`src/utrd_pkg.sv`:
```
`default_nettype none
package utrd_pkg;
  // register byte offsets
  localparam logic [7:0] ADDR_DATA = 8'h00;
  localparam logic [7:0] ADDR_CSA = 8'h04;
  localparam logic [7:0] ADDR_CSB = 8'h08;
  localparam logic [7:0] ADDR_CSC = 8'h0c;
  localparam logic [7:0] ADDR_BAUD = 8'h10;
  // ctrl_status_a field positions
  localparam int CSA_RXC = 7;
  localparam int CSA_TXC = 6;
  localparam int CSA_TX_BUFFER_EMPTY_FLAG = 5;
  // ctrl_status_b field positions
  localparam int CSB_TX_COMPLETE_IRQ_ENABLE = 6;
  localparam int CSB_TX_EMPTY_IRQ_ENABLE = 5;
  localparam int CSB_RX_ENABLE = 4;
  localparam int CSB_TX_ENABLE = 3;
  localparam int CSB_RX9 = 1;
  localparam int CSB_TX9 = 0;
  // ctrl_status_c field positions
  localparam int CSC_SYNC = 6;
  localparam int CSC_PEN = 5;
  localparam int CSC_ODD = 4;
  localparam int CSC_STOP2 = 3;
  localparam int CSC_CSZ_LO = 0;
  // reset values
  localparam logic [7:0] CSB_RESET = 8'h00;
  localparam logic [7:0] CSC_RESET = 8'h03;
  localparam logic [11:0] BAUD_RESET = 12'h000;
  // character size code for nine-bit characters
  localparam logic [2:0] CSZ_NINE = 3'h7;
  // receive buffer depth in characters
  localparam int RX_DEPTH = 2;
  // transmit and receive sequencer states
  typedef enum logic [0:0] {UTRD_TX_IDLE, UTRD_TX_SHIFT} utrd_tx_state_t;
  typedef enum logic [1:0] {UTRD_RX_IDLE, UTRD_RX_START, UTRD_RX_DATA} utrd_rx_state_t;
endpackage : utrd_pkg
`default_nettype wire

```
`src/utrd_sync.sv`:
```
`timescale 1ns/100ps
`default_nettype none
module utrd_sync (
  // clock and reset
  input wire logic ref_clk_in,
  input wire logic rstn_in,
  // asynchronous level in, filtered level out
  input wire logic async_in,
  output logic level_out
);
  import utrd_pkg::*;
  logic [2:0] stage_reg; // three sampling stages
  logic [2:0] stage_next;
  logic level_reg; // accepted level
  logic level_next;

  // accept a change once stages two and three agree
  always_comb begin
    stage_next = {stage_reg[1:0], async_in};
    level_next = (stage_reg[1] == stage_reg[2]) ? stage_reg[2] : level_reg;
  end

  // registers idle high like a serial line
  always_ff @(posedge ref_clk_in or negedge rstn_in) begin
    if (!rstn_in) begin
      stage_reg <= 3'h7;
      level_reg <= 1'b1;
    end else begin
      stage_reg <= stage_next;
      level_reg <= level_next;
    end
  end

  assign level_out = level_reg;
endmodule : utrd_sync
`default_nettype wire

```
`src/utrd_top.sv`:
```
// Overview of operation
// - buffer empty flag mirrors transmit buffer state
// - empty request held while flag and enables
// - data write clears buffer empty flag while transmit enabled
// - complete flag set after frame, buffer empty
// - complete flag cleared by service or one
// - complete request when flag set and enabled
// - parity inserted after data before stop
// - disable waits for pending transmit data
// - disabled transmitter releases transmit line
// - receive enable takes over receive pin
// - synchronous mode uses external clock pin
// - valid start bit begins sampled reception
// - second stop bit ignored by receiver
// - first stop bit moves frame to buffer
// - unused upper receive bits read zero
// - shifter loads when idle or after stop
// - unused upper transmit bits ignored
// - receive complete flag while unread data
// - receive buffer holds two characters fifo
`timescale 1ns/100ps
`default_nettype none
module utrd_top #(
  parameter int DIV_W = 12
) (
  // clock and reset
  input wire logic ref_clk_in,
  input wire logic rstn_in,
  // ahb-lite slave
  input wire logic hsel,
  input wire logic [31:0] haddr,
  input wire logic [1:0] htrans,
  input wire logic hwrite,
  input wire logic [2:0] hsize,
  input wire logic [31:0] hwdata,
  input wire logic hready,
  output logic hreadyout,
  output logic hresp,
  output logic [31:0] hrdata,
  // interrupt requests
  input wire logic global_irq_en_in,
  input wire logic txc_irq_ack_in,
  output logic tx_buffer_empty_flag_irq_out,
  output logic txc_irq_out,
  // serial pins
  output logic tx_line_out,
  output logic tx_line_oe_out,
  input wire logic rx_line_in,
  output logic rx_line_used_out,
  input wire logic sync_clock_pin_in
);
  import utrd_pkg::*;

  // data bits for a character size code
  function automatic logic [3:0] nbits(input logic [2:0] csz);
    nbits = (csz == CSZ_NINE) ? 4'h9 : {2'b00, csz[1:0]} + 4'h5;
  endfunction : nbits

  // data masked to the character size
  function automatic logic [8:0] mask_data(input logic [8:0] d, input logic [2:0] csz);
    logic [8:0] m;
    m = 9'h000;
    for (int i = 0; i < 9; i++) begin
      m[i] = (4'(i) < nbits(csz)) ? d[i] : 1'b0;
    end
    mask_data = m;
  endfunction : mask_data

  // synchronised pins
  logic rx_line_s; // filtered receive line
  logic sck_s; // filtered external clock
  logic sck_prev_reg; // last clock level
  logic sck_rise;
  logic sck_fall;

  utrd_sync u_rx_sync (
    .ref_clk_in(ref_clk_in),
    .rstn_in(rstn_in),
    .async_in(rx_line_in),
    .level_out(rx_line_s)
  );

  utrd_sync u_sck_sync (
    .ref_clk_in(ref_clk_in),
    .rstn_in(rstn_in),
    .async_in(sync_clock_pin_in),
    .level_out(sck_s)
  );

  // bus group state
  logic wr_pend_reg, wr_pend_next; // write data phase pending
  logic [7:0] addr_reg, addr_next; // latched word address
  logic [31:0] rdata_reg, rdata_next; // read data
  logic [7:0] csb_reg, csb_next; // enables and transmit ninth bit
  logic [7:0] csc_reg, csc_next; // frame format
  logic [DIV_W-1:0] baud_reg, baud_next; // bit period minus one
  logic addr_phase; // transfer taken this cycle
  logic rd_data_pop; // read of data register
  logic wr_data; // data register written
  logic wr_csa; // ctrl_status_a written

  // transmit group state
  utrd_tx_state_t tx_state_reg, tx_state_next;
  logic [12:0] tx_shift_reg, tx_shift_next; // frame, lsb out first
  logic [3:0] tx_cnt_reg, tx_cnt_next; // bits left in frame
  logic [DIV_W-1:0] tx_div_reg, tx_div_next; // bit timer
  logic [8:0] tx_buf_reg, tx_buf_next; // transmit buffer
  logic tx_full_reg, tx_full_next; // buffer holds data
  logic txc_reg, txc_next; // transmit complete flag
  logic tx_tick;

  // receive group state
  utrd_rx_state_t rx_state_reg, rx_state_next;
  logic [9:0] rx_shift_reg, rx_shift_next; // bits as received
  logic [3:0] rx_idx_reg, rx_idx_next; // bit index in frame
  logic [DIV_W-1:0] rx_div_reg, rx_div_next; // bit timer
  logic [8:0] rx_mem_reg [RX_DEPTH]; // receive fifo, head at 0
  logic [8:0] rx_mem_next [RX_DEPTH];
  logic [1:0] rx_cnt_reg, rx_cnt_next; // fifo fill level

  logic [2:0] csz;
  logic pen;
  logic rx_en;
  logic tx_en;
  logic sync_mode;

  assign csz = csc_reg[CSC_CSZ_LO +: 3];
  assign pen = csc_reg[CSC_PEN];
  assign rx_en = csb_reg[CSB_RX_ENABLE];
  assign tx_en = csb_reg[CSB_TX_ENABLE];
  assign sync_mode = csc_reg[CSC_SYNC];
  assign sck_rise = sck_s & ~sck_prev_reg;
  assign sck_fall = ~sck_s & sck_prev_reg;

  // bus decode
  assign addr_phase = hsel & htrans[1] & hready;
  assign rd_data_pop = addr_phase & ~hwrite & (haddr[7:0] == ADDR_DATA);
  assign wr_data = wr_pend_reg & (addr_reg == ADDR_DATA);
  assign wr_csa = wr_pend_reg & (addr_reg == ADDR_CSA);

  // bus next state: address capture, writes, read data
  always_comb begin
    wr_pend_next = addr_phase & hwrite;
    addr_next = addr_phase ? {haddr[7:2], 2'b00} : addr_reg;
    csb_next = csb_reg;
    csc_next = csc_reg;
    baud_next = baud_reg;
    rdata_next = rdata_reg;
    if (wr_pend_reg) begin
      unique case (addr_reg)
        // ninth bit held for next data write
        ADDR_CSB: csb_next = hwdata[7:0] & 8'h79;
        ADDR_CSC: csc_next = hwdata[7:0];
        ADDR_BAUD: baud_next = hwdata[DIV_W-1:0];
        default: ; // data and ctrl_status_a act elsewhere
      endcase
    end
    if (addr_phase & ~hwrite) begin
      unique case (haddr[7:0])
        ADDR_DATA: rdata_next = {24'h000000, rx_mem_reg[0][7:0]};
        ADDR_CSA: rdata_next = {24'h000000, (rx_cnt_reg != 2'h0), txc_reg, ~tx_full_reg, 5'h00};
        ADDR_CSB: rdata_next = {24'h000000, csb_reg[7:2], rx_mem_reg[0][8], csb_reg[0]};
        ADDR_CSC: rdata_next = {24'h000000, csc_reg};
        ADDR_BAUD: rdata_next = 32'(baud_reg);
        default: rdata_next = 32'h00000000; // unmapped reads zero
      endcase
    end
  end

  // bus registers
  always_ff @(posedge ref_clk_in or negedge rstn_in) begin
    if (!rstn_in) begin
      wr_pend_reg <= 1'b0;
      addr_reg <= 8'h00;
      rdata_reg <= 32'h00000000;
      csb_reg <= CSB_RESET;
      csc_reg <= CSC_RESET;
      baud_reg <= BAUD_RESET;
      sck_prev_reg <= 1'b1;
    end else begin
      wr_pend_reg <= wr_pend_next;
      addr_reg <= addr_next;
      rdata_reg <= rdata_next;
      csb_reg <= csb_next;
      csc_reg <= csc_next;
      baud_reg <= baud_next;
      sck_prev_reg <= sck_s;
    end
  end

  // zero wait state, always okay
  assign hreadyout = 1'b1;
  assign hresp = 1'b0;
  assign hrdata = rdata_reg;

  // bit clock from pin in synchronous mode
  assign tx_tick = sync_mode ? sck_fall : (tx_div_reg == '0);

  // transmit next state
  always_comb begin
    logic [3:0] n;
    logic [8:0] d;
    logic load;
    n = nbits(csz);
    d = mask_data(tx_buf_reg, csz);
    load = 1'b0;
    tx_state_next = tx_state_reg;
    tx_shift_next = tx_shift_reg;
    tx_cnt_next = tx_cnt_reg;
    tx_buf_next = tx_buf_reg;
    tx_full_next = tx_full_reg;
    txc_next = txc_reg;
    tx_div_next = (tx_div_reg == '0) ? baud_reg : tx_div_reg - 1'b1;
    // cleared by service or a written one
    if (txc_irq_ack_in | (wr_csa & hwdata[CSA_TXC])) begin
      txc_next = 1'b0;
    end
    unique case (tx_state_reg)
      UTRD_TX_IDLE: begin
        load = tx_full_reg;
        if (tx_full_reg) begin
          tx_div_next = baud_reg; // start bit gets a whole period
        end
      end
      UTRD_TX_SHIFT: begin
        if (tx_tick) begin
          if (tx_cnt_reg == 4'h1) begin
            // reload right after last stop bit
            load = tx_full_reg;
            tx_state_next = UTRD_TX_IDLE;
            if (!tx_full_reg) begin
              txc_next = 1'b1;
            end
          end else begin
            tx_shift_next = {1'b1, tx_shift_reg[12:1]};
            tx_cnt_next = tx_cnt_reg - 4'h1;
          end
        end
      end
    endcase
    if (load) begin
      // upper bits masked off; parity after data
      tx_shift_next = 13'h1fff;
      tx_shift_next[0] = 1'b0;
      for (int i = 0; i < 9; i++) begin
        if (4'(i) < n) begin
          tx_shift_next[i + 1] = d[i];
        end
      end
      if (pen) begin
        tx_shift_next[n + 4'h1] = (^d) ^ csc_reg[CSC_ODD];
      end
      tx_cnt_next = n + 4'h2 + {3'h0, pen} + {3'h0, csc_reg[CSC_STOP2]};
      tx_state_next = UTRD_TX_SHIFT;
      tx_full_next = 1'b0;
    end
    // data write fills buffer, with ninth bit
    if (wr_data & tx_en) begin
      tx_buf_next = {csb_reg[CSB_TX9], hwdata[7:0]};
      tx_full_next = 1'b1;
    end
  end

  // transmit registers
  always_ff @(posedge ref_clk_in or negedge rstn_in) begin
    if (!rstn_in) begin
      tx_state_reg <= UTRD_TX_IDLE;
      tx_shift_reg <= 13'h1fff;
      tx_cnt_reg <= 4'h0;
      tx_div_reg <= '0;
      tx_buf_reg <= 9'h000;
      tx_full_reg <= 1'b0;
      txc_reg <= 1'b0;
    end else begin
      tx_state_reg <= tx_state_next;
      tx_shift_reg <= tx_shift_next;
      tx_cnt_reg <= tx_cnt_next;
      tx_div_reg <= tx_div_next;
      tx_buf_reg <= tx_buf_next;
      tx_full_reg <= tx_full_next;
      txc_reg <= txc_next;
    end
  end

  // line idles high between frames
  assign tx_line_out = (tx_state_reg == UTRD_TX_SHIFT) ? tx_shift_reg[0] : 1'b1;
  // pending data keeps driver on; then released
  assign tx_line_oe_out = tx_en | tx_full_reg | (tx_state_reg == UTRD_TX_SHIFT);
  assign rx_line_used_out = rx_en;

  // empty request while flag and enables
  assign tx_buffer_empty_flag_irq_out = ~tx_full_reg & csb_reg[CSB_TX_EMPTY_IRQ_ENABLE] & global_irq_en_in;
  assign txc_irq_out = txc_reg & csb_reg[CSB_TX_COMPLETE_IRQ_ENABLE] & global_irq_en_in;

  // receive next state
  always_comb begin
    logic samp;
    logic push;
    logic [3:0] stop_idx;
    samp = sync_mode ? sck_rise : (rx_div_reg == '0);
    push = 1'b0;
    stop_idx = nbits(csz) + {3'h0, pen};
    rx_state_next = rx_state_reg;
    rx_shift_next = rx_shift_reg;
    rx_idx_next = rx_idx_reg;
    rx_div_next = (rx_div_reg == '0) ? baud_reg : rx_div_reg - 1'b1;
    rx_mem_next = rx_mem_reg;
    rx_cnt_next = rx_cnt_reg;
    unique case (rx_state_reg)
      UTRD_RX_IDLE: begin
        if (!rx_line_s & (!sync_mode | sck_rise)) begin
          rx_state_next = sync_mode ? UTRD_RX_DATA : UTRD_RX_START;
          rx_div_next = baud_reg >> 1;
          rx_idx_next = 4'h0;
        end
      end
      UTRD_RX_START: begin
        // start bit must still be low mid-bit
        if (samp) begin
          rx_state_next = rx_line_s ? UTRD_RX_IDLE : UTRD_RX_DATA;
        end
      end
      UTRD_RX_DATA: begin
        if (samp) begin
          rx_shift_next[rx_idx_reg] = rx_line_s;
          rx_idx_next = rx_idx_reg + 4'h1;
          // first stop bit ends the frame
          if (rx_idx_reg == stop_idx) begin
            push = 1'b1;
            rx_state_next = UTRD_RX_IDLE;
          end
        end
      end
      default: rx_state_next = UTRD_RX_IDLE;
    endcase
    if (rd_data_pop & (rx_cnt_reg != 2'h0)) begin
      rx_mem_next[0] = rx_mem_reg[1];
      rx_cnt_next = rx_cnt_reg - 2'h1;
    end
    if (push & (rx_cnt_next != 2'(RX_DEPTH))) begin
      rx_mem_next[rx_cnt_next[0]] = mask_data(rx_shift_next[8:0], csz);
      rx_cnt_next = rx_cnt_next + 2'h1;
    end
    if (!rx_en) begin
      rx_state_next = UTRD_RX_IDLE;
      rx_cnt_next = 2'h0;
    end
  end

  // receive registers
  always_ff @(posedge ref_clk_in or negedge rstn_in) begin
    if (!rstn_in) begin
      rx_state_reg <= UTRD_RX_IDLE;
      rx_shift_reg <= 10'h000;
      rx_idx_reg <= 4'h0;
      rx_div_reg <= '0;
      rx_cnt_reg <= 2'h0;
      for (int i = 0; i < RX_DEPTH; i++) begin
        rx_mem_reg[i] <= 9'h000;
      end
    end else begin
      rx_state_reg <= rx_state_next;
      rx_shift_reg <= rx_shift_next;
      rx_idx_reg <= rx_idx_next;
      rx_div_reg <= rx_div_next;
      rx_cnt_reg <= rx_cnt_next;
      rx_mem_reg <= rx_mem_next;
    end
  end
endmodule : utrd_top
`default_nettype wire

```
`config.mk`:
```
export PLATFORM = sky130hd
export DESIGN_NAME = utrd_top
export DESIGN_NICKNAME = d
export VERILOG_FILES = /design/src/utrd_pkg.sv /design/src/utrd_sync.sv /design/src/utrd_top.sv
export SDC_FILE = /design/constraint.sdc
export NUM_CORES = 1
export LEC_CHECK = 0
export BUFFER_PORTS_ARGS = -buffer_cell sky130_fd_sc_hd__buf_2
export CAP_MARGIN = 20
export CORE_MARGIN = 3
export CORE_UTILIZATION = 55
export CTS_BUF_LIST = sky130_fd_sc_hd__clkbuf_2
export DETAILED_ROUTE_END_ITERATION = 8
export PLACE_DENSITY = 0.82
export RECOVER_POWER = 50
export SLEW_MARGIN = 20
export SYNTH_ARGS = -nofsm -noshare
export SYNTH_HDL_FRONTEND = slang
export SYNTH_HIERARCHICAL = 1
export SYNTH_SLANG_ARGS = --single-unit
```
`constraint.sdc`:
```
create_clock -name ref_clk_in -period 3.7 [get_ports ref_clk_in]
set_input_delay 0.74 -clock ref_clk_in [delete_from_list [all_inputs] [get_ports ref_clk_in]]
set_output_delay 0.74 -clock ref_clk_in [all_outputs]
set_load 0.02 [all_outputs]
```
* Yosys cells after proc, flatten, opt, wreduce, memory -nomap -nowiden
Cells that the tools add are included.
W data, S select, Z words.
** Cells by class
- Bitwise operators :: 29
- Order comparisons :: 15
- Reduce and logical (&&, ||, !) cells :: 23
- Multipliers :: 0
- Div/mod/pow operators :: 0
- Shifts and indexed selects :: 0
- $add $sub $neg :: 12
- Equal/unequal tests :: 23
- Multiplexer cells :: 100
** Operators with widths (count)
- $mux W12 :: 6
- $mux W13 :: 5
- $pmux W12 S5 :: 1
- $mux W1 :: 57
- $mux W9 :: 4
- $mux W4 :: 7
- $logic_not A12 Y1 :: 2
- $sub A12 B1 Y12 const B :: 2
- $mux W2 :: 10
- $and A1 B1 Y1 :: 18
- $bwmux W18 :: 1
- $mux W18 :: 1
- $eq A8 B4 Y1 const B :: 2
- $logic_not A8 Y1 :: 2
- $lt A3 B4 Y1 const A :: 4
- $bwmux W13 :: 1
- $add A4 B1 Y4 :: 3
- $eq A6 B2 Y1 const B :: 2
- $ne A3 B3 Y1 const B :: 4
- $bwmux W10 :: 1
- $lt A4 B5 Y1 const B :: 2
- $reduce_bool A2 Y1 :: 5
- $demux W9 S1 :: 1
- $reduce_xor A9 Y1 :: 1
- 38 further kinds :: 60
** Storage, ports and cells
- ROM bits :: 0
- Output and inout port bits :: 39
- Bits in latches :: 0
- RAM bits :: 0
- Memories :: 0
- Bits in registers :: 162

* Depth between registers and ports, before layout
- Word-level depth :: 13
- Gate-level depth with buffers :: 13
- Depth with buffers taken out :: 11

* By module
Netlist, hierarchy kept.
** Modules (own cells, without submodules)
- utrd_top :: area each 7194.4 um^2, times used 1, cells an instance 691
- utrd_sync :: area each 116.4 um^2, times used 2, cells an instance 5

* Worst setup path before layout
Ideal clock, no wire load.
- Path type :: input port to flip-flop
- From :: input haddr[0]
- To :: register rx_mem_reg[15] (netlist bit)
- Arrival :: 2.917 ns
- Slack :: 0.658 ns
- Cell stages on the path :: 10
- Cell sequence :: or4_4 nor3_4 nand3_2 buf_6 nand2_1 nand2_1 ha_1 nor3b_4 nand2_4 mux2_4
** RTL lines
- start, declared :: RTL line utrd_top.sv:31 : input wire logic [31:0] haddr,
- end signal, assigned :: RTL line utrd_top.sv:367 : rx_mem_reg <= rx_mem_next;
- end, declared :: RTL line utrd_top.sv:117 : logic [8:0] rx_mem_reg [RX_DEPTH];

==> flow_summary.toml <==
[setup_path]
arrival_ps = 3930
critPathMaxFanout = 9
timing.rr.start = "csc_reg[0]"
startpoint = "csc_reg[0]"
r2r_cells = 11
cp-end-kind = "flop"
start_kind = "flop"
crit_type = "reg -> reg"
crit_required_ps = 4320

[synth]
synth_top_cell_area_share_pct = 39.4
ys_top_cells_by_area = "dfrtp_1 39%, dfstp_2 8.5%, mux2_2 7.7%, nand2_1 3.4%, mux2i_1 3.0%"
synth_area_mm2 = 0.00743
yosysMostFrequentCell = "dfrtp_1"
yosys_register_bits = 141
synth_area_leader_cell = "dfrtp_1"
synth.avg_cell_area_um2 = 10.6
yosys_most_used_dff = "dfrtp_1"
ys_seq_area_share_pct = 47.9
synth_cell_types = 81
ys.warnings.count = 6
synthCells = 701
synth_edf_count = 0
yosys-top-cells-count = "117 x dfrtp_1, 67 x nand2_1, 51 x mux2_2, 43 x nor2_1, 42 x o21ai_0"
synth-async-reset-ratio_pct = 100

[clocking]
clockBufferDepth = 2
post-cts-setup-buffers = 0
cts_hold_buf = 0
clk_latency_ps = 690
clkSinkCount = 141
post_cts_resized = 0
htree_levels = 4
cts_buffers = 17
clockRootBuffer = "clkbuf_2"
clk_pin_slew_worst_paths_ps = 210
cts_tree = "done"

[timing]
tightest_slew_ps = 1990
final.setup.tns_ps = 0
hold_slack_ps = 122
finalCritPeriodShare_pct = 89.6
clock_skew_ps = 36.7
setup_viol = 0
hold_viol = 0
final_max_slew_viol_count = 82
rsz0062_at_grt = "false"
min_period_ps = 3320
fmax_mhz = 302
slew_headroom_pct = -32.7

[min_path]
min_path_type = "in -> reg"
hold_depth = 1
hold_start = "sync_clock_pin_in"

[place]
place_congestion = 0.895
portBuffers = 46
dpl_cell_area_mm2 = 0.00774
dpl.cell_count = 898
dp_hpwl_um = 12200

[global_routing]
grt_max_degree = 82
track_usage_pct = 23.8
grt_pass1_wl_um = 27700
grt_pass1_vias = 5538
overflow = 0
antenna_found_initial = 1

[drt]
dr.pass1.iters = 7
finalWirelength_um = 17100
vias = 5566
routedWlPerCell_um = 18.3
drcViolationCount = 0
final_antenna_net_count = 0
drt-vias-per-instance = 5.97
drt_iter0_drc = 676

[final_layout]
largest_register_ffs = 18
area_delta_synth_final_pct = 7.04
drive_gt1_share_pct = 24.1
nets = 840
finalInstanceArea_mm2 = 0.00795
fin_cells = 932

[pwr]
power.density_mw_per_mm2 = 473
leakagePower_uw = 0.00364
power_switching_uw = 1290
ir_drop_mv = 0.214
power_uw = 3760
p_int_uw = 2470
power_frac_seq_pct = 54.4
p_comb_share_pct = 22.8
switching_share_pct = 34.2
p_clk_share_pct = 22.8

[die]
start_util_pct = 57.5
io_pins = 117
die_y_um = 122
rows = 41
die_width_um = 122
die_area_mm2 = 0.0149
coreArea_mm2 = 0.0129

[status]
status = "finished, violations left"
violations = "capacitance limit, slew limit"

[run]
maxCapViolations = 1
-- layout make-up --
class / count / area (µm²)
diodes: 1 / 2.50
clock buffers: 21 / 105
clock inverters: 11 / 120
fillers: 1047 / 4980
inverters: 27 / 101
multi-input cells: 506 / 3570
flip-flops and latches: 141 / 3560
well taps: 172 / 215
repair buffers: 53 / 280
-- placed cells by master (no fill, tap or decap), types with 4 or more instances in the layout --
cell,synthesis,layout
or3_1,5,5
a221oi_1,5,5
buf_2,4,45
clkbuf_2,0,23
mux2_2,51,50
mux2i_1,22,22
nor2_1,43,43
conb_1,2,22
a211oi_1,4,4
o31ai_1,5,5
dfstp_2,24,22
dfrtp_1,117,117
buf_4,22,6
nand2b_1,6,6
xor2_1,10,10
inv_1,27,27
nand3_1,14,14
ha_1,16,16
nor3_1,15,15
o21ai_0,42,42
a31oi_1,8,8
xnor2_1,17,17
a22oi_1,12,12
nand2_1,67,67
o21ai_1,11,11
nor4_1,6,6
and3_1,9,9
clkinv_2,0,4
a21oi_1,27,27
a22o_1,4,4
nand4b_1,4,4
nor2b_1,11,11
-- worst paths after layout --
path                                            to  slack [ps]
setup / recovery                    rx_mem_reg[15]         380
setup reg to reg                    rx_mem_reg[15]         380
min in group asynchronous              addr_reg[6]         590
hold / removal             u_sck_sync/stage_reg[0]         120
hold reg to reg            u_sck_sync/stage_reg[1]         370
max in group asynchronous            rx_div_reg[4]         730
-- per-layer routing --
| layer | vias to the layer above | global-route usage, % | share of wire, % |
|---|---|---|---|
| met2 | 200 | 39.8 | 51 |
| li1 | 2561 | - | - |
| met1 | 2766 | 29.8 | 41 |
| met5 | - | 0 | 0 |
| met4 | 0 | 10.2 | 2.8 |
| met3 | 39 | 5.06 | 5.4 |
-- power groups by stage --
stage	logic, µW	clock network, µW	registers (µW)
2_1_floorplan	673	0	1980
3_3_place_gp	790	0	2050
3_5_place_dp	841	0	2070
4_1_cts	851	878	2040
5_1_grt	958	943	2080
6_report	855	858	2050
-- critical path: stages, from the launching register on --
cell	delay [ps]
dfstp_2	700
ha_1	200
nand2_1	80
nand2_1	250
ha_1	270
ha_1	180
xnor2_1	140
nand3_1	150
a211oi_4	420
nor3b_4	360
nand2_4	180
mux2_4	320
-- cells by family after synthesis --
family	Yosys count	synth area share, %
compound gates	150	13.4
xor+xnor	29	3.79
fa+ha+maj	18	3.00
buf+inv	74	5.22
flops	141	47.9
mux	74	10.9
other cells	2	0.101
simple gates	213	15.7
-- stage by stage --
step / setup WS, ps / utilization (%)
after detailed placement: 329 / 59.9
after CTS: 409 / 61.6
final: 383 / 61.5
after global routing: 202 / 61.5
after floorplan: 658 / -
after global placement: 415 / 59.9
(Power assumes the default switching activity.)
